### src/verilog/cvi_regs.vh
// Constants for the cascaded vectored interrupt controller pair
`ifndef CVI_REGS_VH
`define CVI_REGS_VH

// I/O port addresses, bit 0 selects the even or odd port
`define CVI_MST_BASE 8'h20
`define CVI_SLV_BASE 8'hA0

// Even-port write decoding
`define CVI_W_INIT_BIT 4
`define CVI_W_OP3_BIT 3

// First init word fields
`define CVI_I1_LEVEL_BIT 3
`define CVI_I1_SINGLE_BIT 1
`define CVI_I1_NEED4_BIT 0

// Fourth init word field
`define CVI_I4_AUTO_BIT 1

// Op word two fields
`define CVI_O2_ROT_BIT 7
`define CVI_O2_SPEC_BIT 6
`define CVI_O2_DONE_BIT 5

// Op word three fields
`define CVI_O3_ESMM_BIT 6
`define CVI_O3_SMM_BIT 5
`define CVI_O3_POLL_BIT 2
`define CVI_O3_RR_BIT 1
`define CVI_O3_RIS_BIT 0

// Reset values
`define CVI_RST_MASK 8'h00
`define CVI_RST_LOWEST 3'h7
`define CVI_RST_IDENT 8'h07
`define CVI_RST_VBASE 5'h00
`define CVI_SPUR_CHAN 3'h7

// Init word sequence steps
`define CVI_STEP_IDLE 2'h0
`define CVI_STEP_TWO 2'h1
`define CVI_STEP_THREE 2'h2
`define CVI_STEP_FOUR 2'h3

`endif
### src/verilog/cvi_irq_pair.v
// Master and slave vectored interrupt controllers joined in cascade
// Contract
// - Master answers at ports 020h-021h, slave at 0A0h-0A1h.
// - Slave interrupt output feeds master channel 2.
// - Timer channel 0 drives master channel 0, real-time clock drives slave channel 0.
// - Other channels come from external request pins 1,3-7 and 9-15.
// - A rising request input sets its pending bit; in level mode an active one does.
// - Eight in-service bits, one per channel, several may be set.
// - Mask register can disable any subset of channels, all included.
// - Resolver raises the CPU request when an unmasked request outranks service level.
// - First acknowledge sets in-service, clears pending, picks cascade address.
// - Slave compares master's cascade code with its 3-bit identity.
// - Second acknowledge drives the 8-bit vector on the data bus.
// - Vector bits 7-3 from init word two, bits 2-0 channel number.
// - Automatic mode clears in-service at end of second acknowledge.
// - Otherwise a done command from the CPU clears the in-service bit.
// - With no request at first acknowledge, master returns channel 7 vector.
// - Specific done clears the named bit, nonspecific the highest set.
// - In special mask mode nonspecific done skips masked in-service bits.
// - After init priority is fixed, channel 0 highest, 7 lowest.
// - A set in-service bit, unless masked in special mask mode, inhibits equal and lower priority requests.
// - Even write with bit 4 clear loads op word two or three by bit 3.
// - Automatic rotation makes the serviced channel lowest on every automatic done without a same-cycle explicit rotate or set-priority command.
`timescale 1ns/1ps
`include "cvi_regs.vh"

module cvi_irq_pair (
	// Clock and reset
	input wire core_clk,
	input wire rstn,
	// Register port
	input wire [7:0] io_addr,
	input wire [7:0] io_wdata,
	input wire io_wr,
	input wire io_rd,
	output reg [7:0] io_rdata,
	// Request sources
	input wire timer0_out,
	input wire rtc_irq,
	input wire [15:0] irq_pin,
	// CPU side
	output reg cpu_irq_out,
	input wire ack_cycle,
	output reg [7:0] peripheral_data_bus,
	output reg peripheral_data_oe
);

	// Lowest-to-highest scan, so the last hit is the highest priority
	function [3:0] pick;
		input [7:0] bits;
		input [2:0] low;
		integer k;
		reg [2:0] i;
		begin
			pick = 4'h0;
			for (k = 7; k >= 0; k = k - 1) begin
				i = low + 3'h1 + k[2:0];
				if (bits[i])
					pick = {1'b1, i};
			end
		end
	endfunction

	function [2:0] rank;
		input [2:0] idx;
		input [2:0] low;
		begin
			rank = idx - low - 3'h1;
		end
	endfunction

	function [7:0] onehot;
		input [2:0] idx;
		begin
			onehot = 8'h01 << idx;
		end
	endfunction

	// Pins cross in through three stages; a rise counts once stages two and three agree, a fall as soon as stage two drops
	reg [15:0] pin_s1_q;
	reg [15:0] pin_s2_q;
	reg [15:0] pin_s3_q;
	reg [15:0] pin_q;

	always @(posedge core_clk or negedge rstn) begin
		if (!rstn) begin
			pin_s1_q <= 16'h0000;
			pin_s2_q <= 16'h0000;
			pin_s3_q <= 16'h0000;
			pin_q <= 16'h0000;
		end else begin
			pin_s1_q <= irq_pin;
			pin_s2_q <= pin_s1_q;
			pin_s3_q <= pin_s2_q;
			pin_q <= (pin_q & ~(pin_s2_q ^ pin_s3_q)) | (pin_s2_q & ~(pin_s2_q ^ pin_s3_q));
		end
	end

	wire [1:0] hit;
	wire [1:0] ctl_int;
	wire [7:0] ctl_req [0:1];
	wire [2:0] chan_w [0:1];
	wire [7:0] ident_w [0:1];
	wire [1:0] single_w;
	wire [7:0] vec_w [0:1];
	wire [7:0] rd_w [0:1];

	assign hit[0] = (io_addr[7:1] == `CVI_MST_BASE >> 1);
	assign hit[1] = (io_addr[7:1] == `CVI_SLV_BASE >> 1);

	// Timer and clock sources share this clock, so they need no synchroniser
	assign ctl_req[0] = {pin_q[7:3], ctl_int[1], pin_q[1], timer0_out};
	assign ctl_req[1] = {pin_q[15:9], rtc_irq};

	reg ack_phase_q;
	reg resp_slave_q;
	wire ack_first = ack_cycle & ~ack_phase_q;
	wire ack_second = ack_cycle & ack_phase_q;

	// Master offers a cascade code only for a resolved request on a cascade channel
	wire mst_casc = ctl_int[0] & ~single_w[0] & ident_w[0][chan_w[0]];
	wire slv_hit = mst_casc & (ident_w[1][2:0] == chan_w[0]);

	wire [1:0] take_ack;
	assign take_ack[0] = ack_first;
	assign take_ack[1] = ack_first & slv_hit;

	genvar g;
	generate
		for (g = 0; g < 2; g = g + 1) begin : ctl
			reg [7:0] pend_q;
			reg [7:0] svc_q;
			reg [7:0] mask_q;
			reg [7:0] prev_q;
			reg [7:0] ident_q;
			reg [4:0] vbase_q;
			reg [2:0] low_q;
			reg [2:0] chan_q;
			reg [1:0] step_q;
			reg level_q;
			reg single_q;
			reg need4_q;
			reg auto_q;
			reg rot_auto_q;
			reg smm_q;
			reg ris_q;
			reg poll_q;
			reg took_q;

			wire [7:0] req = ctl_req[g];
			wire wr_even = io_wr & hit[g] & ~io_addr[0];
			wire wr_odd = io_wr & hit[g] & io_addr[0];
			wire poll_rd = io_rd & hit[g] & ~io_addr[0] & poll_q;
			wire take = take_ack[g] | poll_rd;
			wire [7:0] cand = pend_q & ~mask_q;
			wire [7:0] svc_eff = smm_q ? (svc_q & ~mask_q) : svc_q;
			wire [3:0] hr = pick(cand, low_q);
			wire [3:0] hs = pick(svc_eff, low_q);
			wire raise = hr[3] & (~hs[3] | (rank(hr[2:0], low_q) < rank(hs[2:0], low_q)));
			wire [2:0] chan = raise ? hr[2:0] : `CVI_SPUR_CHAN;
			wire [7:0] pend_seen = level_q ? req : ((pend_q & req) | (req & ~prev_q));
			wire is_init = wr_even & io_wdata[`CVI_W_INIT_BIT];
			wire is_op2 = wr_even & ~io_wdata[`CVI_W_INIT_BIT] & ~io_wdata[`CVI_W_OP3_BIT];
			wire is_op3 = wr_even & ~io_wdata[`CVI_W_INIT_BIT] & io_wdata[`CVI_W_OP3_BIT];
			wire done_cmd = is_op2 & io_wdata[`CVI_O2_DONE_BIT];
			wire done_spec = io_wdata[`CVI_O2_SPEC_BIT];
			wire [2:0] done_idx = done_spec ? io_wdata[2:0] : hs[2:0];
			wire done_ok = done_cmd & (done_spec | hs[3]);
			wire auto_done = ack_second & took_q & auto_q;
			wire [7:0] clr = (done_ok ? onehot(done_idx) : 8'h00) |
				(auto_done ? onehot(chan_q) : 8'h00);
			wire [7:0] setb = (take & raise) ? onehot(chan) : 8'h00;

			assign ctl_int[g] = raise;
			assign chan_w[g] = chan;
			assign ident_w[g] = ident_q;
			assign single_w[g] = single_q;
			assign vec_w[g] = {vbase_q, chan_q};
			assign rd_w[g] = io_addr[0] ? mask_q : poll_q ? {raise, 4'h0, chan} :
				ris_q ? svc_q : pend_q;

			always @(posedge core_clk or negedge rstn) begin
				if (!rstn) begin
					pend_q <= 8'h00;
					svc_q <= 8'h00;
					mask_q <= `CVI_RST_MASK;
					prev_q <= 8'h00;
					ident_q <= `CVI_RST_IDENT;
					vbase_q <= `CVI_RST_VBASE;
					low_q <= `CVI_RST_LOWEST;
					chan_q <= `CVI_SPUR_CHAN;
					step_q <= `CVI_STEP_IDLE;
					level_q <= 1'b0;
					single_q <= 1'b0;
					need4_q <= 1'b0;
					auto_q <= 1'b0;
					rot_auto_q <= 1'b0;
					smm_q <= 1'b0;
					ris_q <= 1'b0;
					poll_q <= 1'b0;
					took_q <= 1'b0;
				end else begin
					prev_q <= req;
					pend_q <= pend_seen & ~setb;
					svc_q <= (svc_q & ~clr) | setb;
					if (take) begin
						chan_q <= chan;
						// A spurious answer set no bit, so auto done must not clear one
						took_q <= raise & ~poll_rd;
					end else if (ack_first) begin
						took_q <= 1'b0;
					end
					if (poll_rd)
						poll_q <= 1'b0;
					// Rotation; an explicit command wins over an automatic done
					if (done_ok & io_wdata[`CVI_O2_ROT_BIT])
						low_q <= done_idx;
					else if (is_op2 & (io_wdata[7:5] == 3'b110))
						low_q <= io_wdata[2:0];
					else if (auto_done & rot_auto_q)
						low_q <= chan_q;
					if (is_op2 & ~io_wdata[`CVI_O2_DONE_BIT] & ~io_wdata[`CVI_O2_SPEC_BIT])
						rot_auto_q <= io_wdata[`CVI_O2_ROT_BIT];
					if (is_op3) begin
						if (io_wdata[`CVI_O3_ESMM_BIT])
							smm_q <= io_wdata[`CVI_O3_SMM_BIT];
						if (io_wdata[`CVI_O3_RR_BIT])
							ris_q <= io_wdata[`CVI_O3_RIS_BIT];
						poll_q <= io_wdata[`CVI_O3_POLL_BIT];
						step_q <= `CVI_STEP_IDLE;
					end
					if (is_op2)
						step_q <= `CVI_STEP_IDLE;
					if (is_init) begin
						level_q <= io_wdata[`CVI_I1_LEVEL_BIT];
						single_q <= io_wdata[`CVI_I1_SINGLE_BIT];
						need4_q <= io_wdata[`CVI_I1_NEED4_BIT];
						auto_q <= 1'b0;
						mask_q <= 8'h00;
						low_q <= `CVI_RST_LOWEST;
						ident_q <= `CVI_RST_IDENT;
						smm_q <= 1'b0;
						ris_q <= 1'b0;
						poll_q <= 1'b0;
						rot_auto_q <= 1'b0;
						step_q <= `CVI_STEP_TWO;
					end else if (wr_odd) begin
						case (step_q)
							`CVI_STEP_IDLE: begin
								mask_q <= io_wdata;
							end
							`CVI_STEP_TWO: begin
								vbase_q <= io_wdata[7:3];
								step_q <= !single_q ? `CVI_STEP_THREE :
									need4_q ? `CVI_STEP_FOUR : `CVI_STEP_IDLE;
							end
							`CVI_STEP_THREE: begin
								ident_q <= io_wdata;
								step_q <= need4_q ? `CVI_STEP_FOUR : `CVI_STEP_IDLE;
							end
							`CVI_STEP_FOUR: begin
								auto_q <= io_wdata[`CVI_I4_AUTO_BIT];
								step_q <= `CVI_STEP_IDLE;
							end
							default: begin
								step_q <= `CVI_STEP_IDLE;
							end
						endcase
					end
				end
			end
		end
	endgenerate

	// Acknowledge sequencing and vector drive
	always @(posedge core_clk or negedge rstn) begin
		if (!rstn) begin
			ack_phase_q <= 1'b0;
			resp_slave_q <= 1'b0;
			cpu_irq_out <= 1'b0;
			peripheral_data_bus <= 8'h00;
			peripheral_data_oe <= 1'b0;
			io_rdata <= 8'h00;
		end else begin
			if (ack_cycle)
				ack_phase_q <= ~ack_phase_q;
			if (ack_first)
				resp_slave_q <= slv_hit;
			// Request drops on first acknowledge, or when the source withdraws or is masked
			cpu_irq_out <= ctl_int[0] & ~ack_first;
			peripheral_data_oe <= ack_second;
			if (ack_second)
				peripheral_data_bus <= resp_slave_q ? vec_w[1] : vec_w[0];
			if (io_rd)
				io_rdata <= hit[0] ? rd_w[0] : hit[1] ? rd_w[1] : 8'h00;
			else
				io_rdata <= 8'h00;
		end
	end

endmodule // cvi_irq_pair

### config.mk
export PLATFORM = sky130hd
export DESIGN_NAME = cvi_irq_pair
export DESIGN_NICKNAME = d
export VERILOG_FILES = /design/src/verilog/cvi_irq_pair.v
export VERILOG_INCLUDE_DIRS = /design/src /design/src/verilog
export SDC_FILE = /design/constraint.sdc
export NUM_CORES = 1
export LEC_CHECK = 0
export BUFFER_PORTS_ARGS = -buffer_cell sky130_fd_sc_hd__buf_2
export CAP_MARGIN = 20
export CORE_UTILIZATION = 45
export CTS_BUF_LIST = sky130_fd_sc_hd__clkbuf_8
export CTS_CLUSTER_DIAMETER = 100
export DETAILED_ROUTE_END_ITERATION = 12
export SLEW_MARGIN = 20
export SYNTH_ARGS = -nofsm -noshare
export SYNTH_HDL_FRONTEND = slang
export SYNTH_SLANG_ARGS = --single-unit
### constraint.sdc
create_clock -name core_clk -period 14.1 [get_ports core_clk]
set_clock_uncertainty 0.1 [all_clocks]
set_input_delay 0.705 -clock core_clk [delete_from_list [all_inputs] [get_ports core_clk]]
set_output_delay 0.705 -clock core_clk [all_outputs]
set_load 0.01 [all_outputs]
======== Word-level counts from Yosys, hierarchy flattened ========
Index checks and enable logic that the tools add are counted.
word-level totals
  flip-flop bits (word level) ............. 203
  input bits .............................. 39
  output and inout bits ................... 18
  word-level logic and storage cells ...... 428
operators by class
  shift-type cells ........................ 6
  multiplexer cells ....................... 185
  equal/unequal tests ..................... 10
  bitwise logic cells ..................... 102
  magnitude comparators ................... 19
  $add $sub $neg .......................... 24
  reductions and logical operators ........ 36
operators by type and width
  cell                                                        count
  two-way mux 8 bit                                           29
  two-way mux 4 bit                                           32
  binary-select mux 1 bit (select 3 bit)                      33
  bitwise AND 8 bit                                           12
  less-than comparator 3 x 4 -> 1 bit, second input constant  17
  NOT 8 bit                                                   8
  two-way mux 1 bit                                           62
  bitwise AND 1 bit                                           51
  OR 8 bit                                                    6
  left shift 1 x 3 -> 8 bit, first input constant             6
  two-way mux 3 bit                                           15
  nonzero test 2 bit                                          18
  bitwise AND 16 bit                                          2
  adder 3 bit, second input constant                          8
  two-way mux 2 bit                                           12
  AND reduction 2 bit                                         10
  NOT 16 bit                                                  1
  OR 16 bit                                                   1
  XOR 16 bit                                                  1
  NOT 1 bit                                                   14
  adder 3 x 1 -> 3 bit, second input constant                 4
  adder 3 x 2 -> 3 bit, second input constant                 4
  case mux 2 bit (3 select lines)                             2
  subtractor 3 x 1 -> 3 bit, second input constant            4
  other kinds (13)                                            30

======== Longest topological paths before layout ========
  word-level depth ........................ 29
  depth in mapped cells ................... 29
  depth with buffers taken out ............ 22

======== Least setup slack after synthesis ========
OpenSTA, ideal clock, no wires.
  kind .................................... reg-to-reg
  from .................................... register ctl[0].low_q[0]
  to ...................................... register ctl[1].pend_q[7]
  path slack .............................. 8.117 ns
  required time ........................... 13.881 ns
  data arrival time ....................... 5.764 ns
  setup time .............................. 0.119 ns
  path buffers ............................ 5
  stages on the path, launching flop included .. 26
  period minus slack after synthesis ...... 5.983 ns
  cell sequence ........................... dfstp_2 > buf_4 > inv_2 > buf_4 > clkbuf_1 > ha_1 > xnor2_1 > mux4_2 > a311o_1 > a21o_1 > a32o_1 > ha_1 > fa_1 > inv_1 > ha_1 > a21o_1 > a21oi_1 > a31o_2 > and2_1 > buf_6 > nand4b_1 > nand2b_4 > o32ai_4 > nor2_8 > buf_6 > o21a_1
between the ends
  longest elaborated chain between the ends .. 28
  elaborated cells on any way between the ends .. 77
  those cells by class .................... 12 x add/sub; 1 x order compare; 1 x eq/ne; 52 x mux; 11 x bitwise
RTL lines
  item                                     RTL line            source
  start: declaration                       cvi_irq_pair.v:137  reg [2:0] low_q;
  start signal: assignment                 cvi_irq_pair.v:190  low_q <= `CVI_RST_LOWEST;
  start signal: assignment                 cvi_irq_pair.v:217  low_q <= done_idx;
  start signal: assignment                 cvi_irq_pair.v:219  low_q <= io_wdata[2:0];
  adder 3 x 1 -> 3 bit                     cvi_irq_pair.v:57   i = low + 3'h1 + k[2:0];
  adder 3 bit                              cvi_irq_pair.v:57
  binary-select mux 1 bit (select 3 bit)   cvi_irq_pair.v:58   if (bits[i])
  two-way mux 1 bit (implied by the code)  cvi_irq_pair.v:58
  two-way mux 4 bit (8 in a row)           cvi_irq_pair.v:58
  subtractor 3 bit                         cvi_irq_pair.v:68   rank = idx - low - 3'h1;
  subtractor 3 x 1 -> 3 bit                cvi_irq_pair.v:68
  less-than comparator 3 bit               cvi_irq_pair.v:159  wire raise = hr[3] & (~hs[3] | (rank(hr[2:0], low_q) < rank(hs[2:0], low_q)));
  [5 not listed]                           --
  bitwise AND 1 bit                        cvi_irq_pair.v:121  wire mst_casc = ctl_int[0] & ~single_w[0] & ident_w[0][chan_w[0]];
  bitwise AND 1 bit *                      cvi_irq_pair.v:122  wire slv_hit = mst_casc & (ident_w[1][2:0] == chan_w[0]);
  bitwise AND 1 bit *                      cvi_irq_pair.v:126  assign take_ack[1] = ack_first & slv_hit;
  OR 1 bit *                               cvi_irq_pair.v:154  wire take = take_ack[g] | poll_rd;
  bitwise AND 1 bit *                      cvi_irq_pair.v:172  wire [7:0] setb = (take & raise) ? onehot(chan) : 8'h00;
  two-way mux 8 bit *                      cvi_irq_pair.v:172
  NOT 8 bit *                              cvi_irq_pair.v:204  pend_q <= pend_seen & ~setb;
  bitwise AND 8 bit *                      cvi_irq_pair.v:204
  end signal: assignment                   cvi_irq_pair.v:204
  end: declaration                         cvi_irq_pair.v:131  reg [7:0] pend_q;
Mark *: on every way between the ends. The rest lies on a longest branch, timed or not. The select of a mux whose other input is x is not followed.
A chain may end at the register's enable or synchronous reset.

======== Worst setup path after layout ========
  from .................................... register ctl[0].low_q[0]
  to ...................................... register ctl[1].chan_q[1]
between the ends
  longest elaborated chain between the ends .. 24
  elaborated cells on any way between the ends .. 73
  those cells by class .................... 12 x add/sub; 1 x order compare; 1 x eq/ne; 51 x mux; 8 x bitwise
RTL lines
  item                                     RTL line            source
  adder 3 x 1 -> 3 bit                     cvi_irq_pair.v:57
  adder 3 bit                              cvi_irq_pair.v:57
  binary-select mux 1 bit (select 3 bit)   cvi_irq_pair.v:58
  two-way mux 1 bit (implied by the code)  cvi_irq_pair.v:58
  two-way mux 4 bit (8 in a row)           cvi_irq_pair.v:58
  subtractor 3 bit                         cvi_irq_pair.v:68
  subtractor 3 x 1 -> 3 bit                cvi_irq_pair.v:68
  less-than comparator 3 bit               cvi_irq_pair.v:159
  OR 1 bit                                 cvi_irq_pair.v:159
  bitwise AND 1 bit                        cvi_irq_pair.v:159
  two-way mux 3 bit (no line)              --
  binary-select mux 1 bit (select 3 bit)   cvi_irq_pair.v:121
  two-way mux 1 bit (implied by the code)  cvi_irq_pair.v:121
  bitwise AND 1 bit                        cvi_irq_pair.v:121
  bitwise AND 1 bit *                      cvi_irq_pair.v:122
  bitwise AND 1 bit *                      cvi_irq_pair.v:126
  OR 1 bit *                               cvi_irq_pair.v:154
  end signal: assignment                   cvi_irq_pair.v:191  chan_q <= `CVI_SPUR_CHAN;
  end signal: assignment                   cvi_irq_pair.v:207  chan_q <= chan;
  end: declaration                         cvi_irq_pair.v:138  reg [2:0] chan_q;
Marked as above.

==> results.yml <==
yosys:
  yosysWarningCount: 0
  yosys-top-cells-count: "173 x sky130_fd_sc_hd__dfrtp_1, 142 x sky130_fd_sc_hd__nand2_1, 132 x sky130_fd_sc_hd__nor2_1"
  synth_enable_flop_cells: 0
  post_synth_simple_gate_area_pct: 17.9
  yosys.area.top_type: "sky130_fd_sc_hd__dfrtp_1"
  synthMostInstantiatedCell: "sky130_fd_sc_hd__dfrtp_1"
  synth.net_count: 1411
  dominant_combinational_cell_family_by_area_after_synthesis: "compound AO/OA/AOI/OAI gates"
  asyncSetResetFlopFracSynth_pct: 100
  synth_flop_cell: "sky130_fd_sc_hd__dfrtp_1"
  yosys.cell_types.count: 96
  synth_xor_area_share_pct: 2.40
  synthTopCellsByArea: "sky130_fd_sc_hd__dfrtp_1 34%, sky130_fd_sc_hd__mux4_2 6.0%, sky130_fd_sc_hd__mux2i_1 5.6%"
  synth_compound_area_share_pct: 20.2
  synthMuxAreaShare_pct: 15.3
  synth_adder_area_share_pct: 3.05
  area_fraction_of_the_dominant_cell_type_after_synthesis_pct: 33.6
  netlist_instances: 1343
  ys_seq_area_share_pct: 37.3
  mapped_cell_area_um2: 12900
  synthesis.area_per_instance_um2: 9.58
  synth_seq_cells: 191
cts:
  cts.repair_timing.setup_buffer_count: 0
  ctsLongestPathBuffers: 2
  h_tree_depth: 4
  clk_latency_ns: 0.49
  clk_root_buffer_cell: "sky130_fd_sc_hd__clkbuf_8"
  cts_tree: "done"
  cts.hold.buffers_added: 0
  cts_buffers: 17
  cts.repair.resized: 0
  clkSinkCount: 191
  path_clk_slew_ns: 0.12
floorplan:
  die-area_um2: 29300
  core_um2: 27900
  rows: 61
  die_w_um: 171
  initial_core_utilization_pct: 46.1
  die_height_um: 171
  io_pins: 57
worst_setup_path:
  timing.critical_path.required_ns: 14.42
  end_kind: "register"
  worstSetupStartpointType: "register"
  path_class: "register to register"
  critPathMaxFanout: 38
  timing.critical_path.arrival_ns: 8.01
global_routing:
  wire_length_of_the_first_global_routing_pass_um: 56400
  grt_max_degree: 125
  antenna_found_initial: 1
  grt-ovfl-total: 0
  first_global_vias: 9936
  grtUsageTotal_pct: 25.1
power_and_ir_drop:
  fin_total_pwr_uw: 2150
  p_per_area_nw_per_um2: 156
  total_leakage_power_uw: 0.00584
  power.ir.vdd_worst_uv: 96.7
route:
  postRouteWirelength_um: 35300
  routed-via-count: 10633
  initialDrtViolationCount: 886
  final_antenna_net_count: 0
  vias_per_cell: 6.11
  drt_drc_violations_left: 0
  firstDrtPassIters: 5
  avgRoutedWirePerCell_um: 20.3
cells_and_area:
  final_nets: 1416
  syn_to_final_growth_pct: 6.93
  drive_above_1_share_pct: 16.2
  final_area_um2: 13800
  num-fill-cells: 2657
timing:
  max_slew_margin_pct: 28.5
  setup_viol: 0
  final_total_negative_setup_slack_ns: 0
  fraction_of_the_cycle_the_final_worst_path_needs_pct: 54.5
  layout_min_cycle_time_ns: 7.69
  maxClockFrequency_ghz: 0.130
  maxSlewViolCount: 0
  grt_setup_unrepaired: "no"
  post-route-worst-setup-slack_ns: 6.41
  report.final.hold_viol_count: 0
  worst_pin_slew_ns: 1.06
  worst_hold_slack_ns: 0.217
hold_path:
  hold_path.class: "input port to register"
placed_design:
  finalWeightedCongestion: 0.934
  dpl-instance-area_um2: 13300
  place_worst_setup_slack_ns: 6.57
  place.port_buffers: 53
  place_hpwl_um: 25700
run:
  maxCapViolCount: 0
outcome:
  outcome: "finished clean"
-- logic make-up after synthesis --
group | count (synthesis)
compound gates | 364
xor+xnor | 22
fa+ha+maj | 29
buf+inv | 115
flops | 191
mux | 147
simple gates | 475
-- power breakdown --
part	total (uW)	switching [uW]	internal, uW	leakage [uW]
logic	1050	638	410	0.00325
clock network	387	220	167	0.000215
registers	711	84.1	627	0.00238
total	2150	942	1200	0.00584
-- metrics by stage --
stage / utilization, % / cells
final: 49.3 / 1740
after floorplan: - / 1343
after global placement: 47.7 / 1707
after detailed placement: 47.7 / 1707
after CTS: 49.3 / 1739
after global routing: 49.3 / 1739
-- flip-flops by register name, summed over array words and instances, names as in the netlist, 10 cells and up --
name and flops:
ctl.mask_q 16, pin_q 13, pin_s1_q 13, ctl.svc_q 16, ctl.prev_q 16, pin_s3_q 13
ctl.ident_q 11, ctl.vbase_q 10, ctl.pend_q 16, pin_s2_q 13
-- cell usage in the layout (no fill, tap or decap), drive strengths merged, types with 11 or more instances in the layout --
| master | n |
|---|---|
| a211oi | 32 |
| a21boi | 17 |
| a21o | 30 |
| a21oi | 60 |
| a221oi | 13 |
| a22oi | 16 |
| a31oi | 12 |
| and3 | 14 |
| buf | 61 |
| clkbuf | 18 |
| dfrtp | 173 |
| dfstp | 18 |
| ha | 25 |
| inv | 49 |
| mux2 | 38 |
| mux2i | 75 |
| mux4 | 34 |
| nand2 | 142 |
| nand2b | 35 |
| nand3 | 35 |
| nor2 | 134 |
| nor2b | 30 |
| nor3 | 29 |
| o211ai | 14 |
| o21ai | 75 |
| o31ai | 11 |
| xnor2 | 14 |
-- worst paths after layout --
check                           startpoint               end  slack (ns)  cells past startpoint
max reg2reg                ctl[0].low_q[0]  ctl[1].chan_q[1]        6.41                     21
min reg2reg                   pin_s1_q[11]      pin_s2_q[11]        0.25                      0
min                             irq_pin[9]       pin_s1_q[9]        0.22                      1
min in group asynchronous             rstn       pin_s1_q[3]        0.25                      1
max in group asynchronous             rstn   ctl[1].svc_q[0]       12.16                      2
max                        ctl[0].low_q[0]  ctl[1].chan_q[1]        6.41                     21
-- final cells by class --
| class | count | area, um2 | area share, % |
|---|---|---|---|
| Sequential cell | 191 | 4800 | 34.9 |
| Tap cell | 378 | 473 | 3.44 |
| Timing Repair Buffer | 62 | 342 | 2.48 |
| Clock inverter | 15 | 190 | 1.38 |
| Antenna cell | 1 | 2.50 | 0.0182 |
| Clock buffer | 17 | 234 | 1.70 |
| Inverter | 39 | 146 | 1.06 |
| Multi-Input combinational cell | 1037 | 7570 | 55.0 |
-- worst max-delay path, stage by stage, from the launching register on --
cell and delay (ns):
sky130_fd_sc_hd__dfstp_2 0.53, sky130_fd_sc_hd__buf_4 0.40, sky130_fd_sc_hd__inv_2 0.36, sky130_fd_sc_hd__ha_1 0.41, sky130_fd_sc_hd__inv_2 0.44, sky130_fd_sc_hd__mux4_2 0.64, sky130_fd_sc_hd__mux2i_2 0.35, sky130_fd_sc_hd__o21ai_0 0.16
sky130_fd_sc_hd__a32oi_1 0.59, sky130_fd_sc_hd__nor2_2 0.24, sky130_fd_sc_hd__fa_1 0.47, sky130_fd_sc_hd__xor2_1 0.16, sky130_fd_sc_hd__xnor2_1 0.15, sky130_fd_sc_hd__ha_1 0.29, sky130_fd_sc_hd__a21oi_1 0.22, sky130_fd_sc_hd__a31o_2 0.18
sky130_fd_sc_hd__and2_1 0.44, sky130_fd_sc_hd__nand2b_1 0.32, sky130_fd_sc_hd__o22ai_2 0.28, sky130_fd_sc_hd__o32ai_4 0.16, sky130_fd_sc_hd__nor2_8 0.31, sky130_fd_sc_hd__mux2_1 0.36
-- per-layer routing --
metal  wire length [um]  GRT usage [%]
met4                524           6.17
met5                  0              0
met2              15600           37.3
met3               2480           3.75
met1              16700           37.9
No activity file was read; power rests on OpenSTA's default activity.
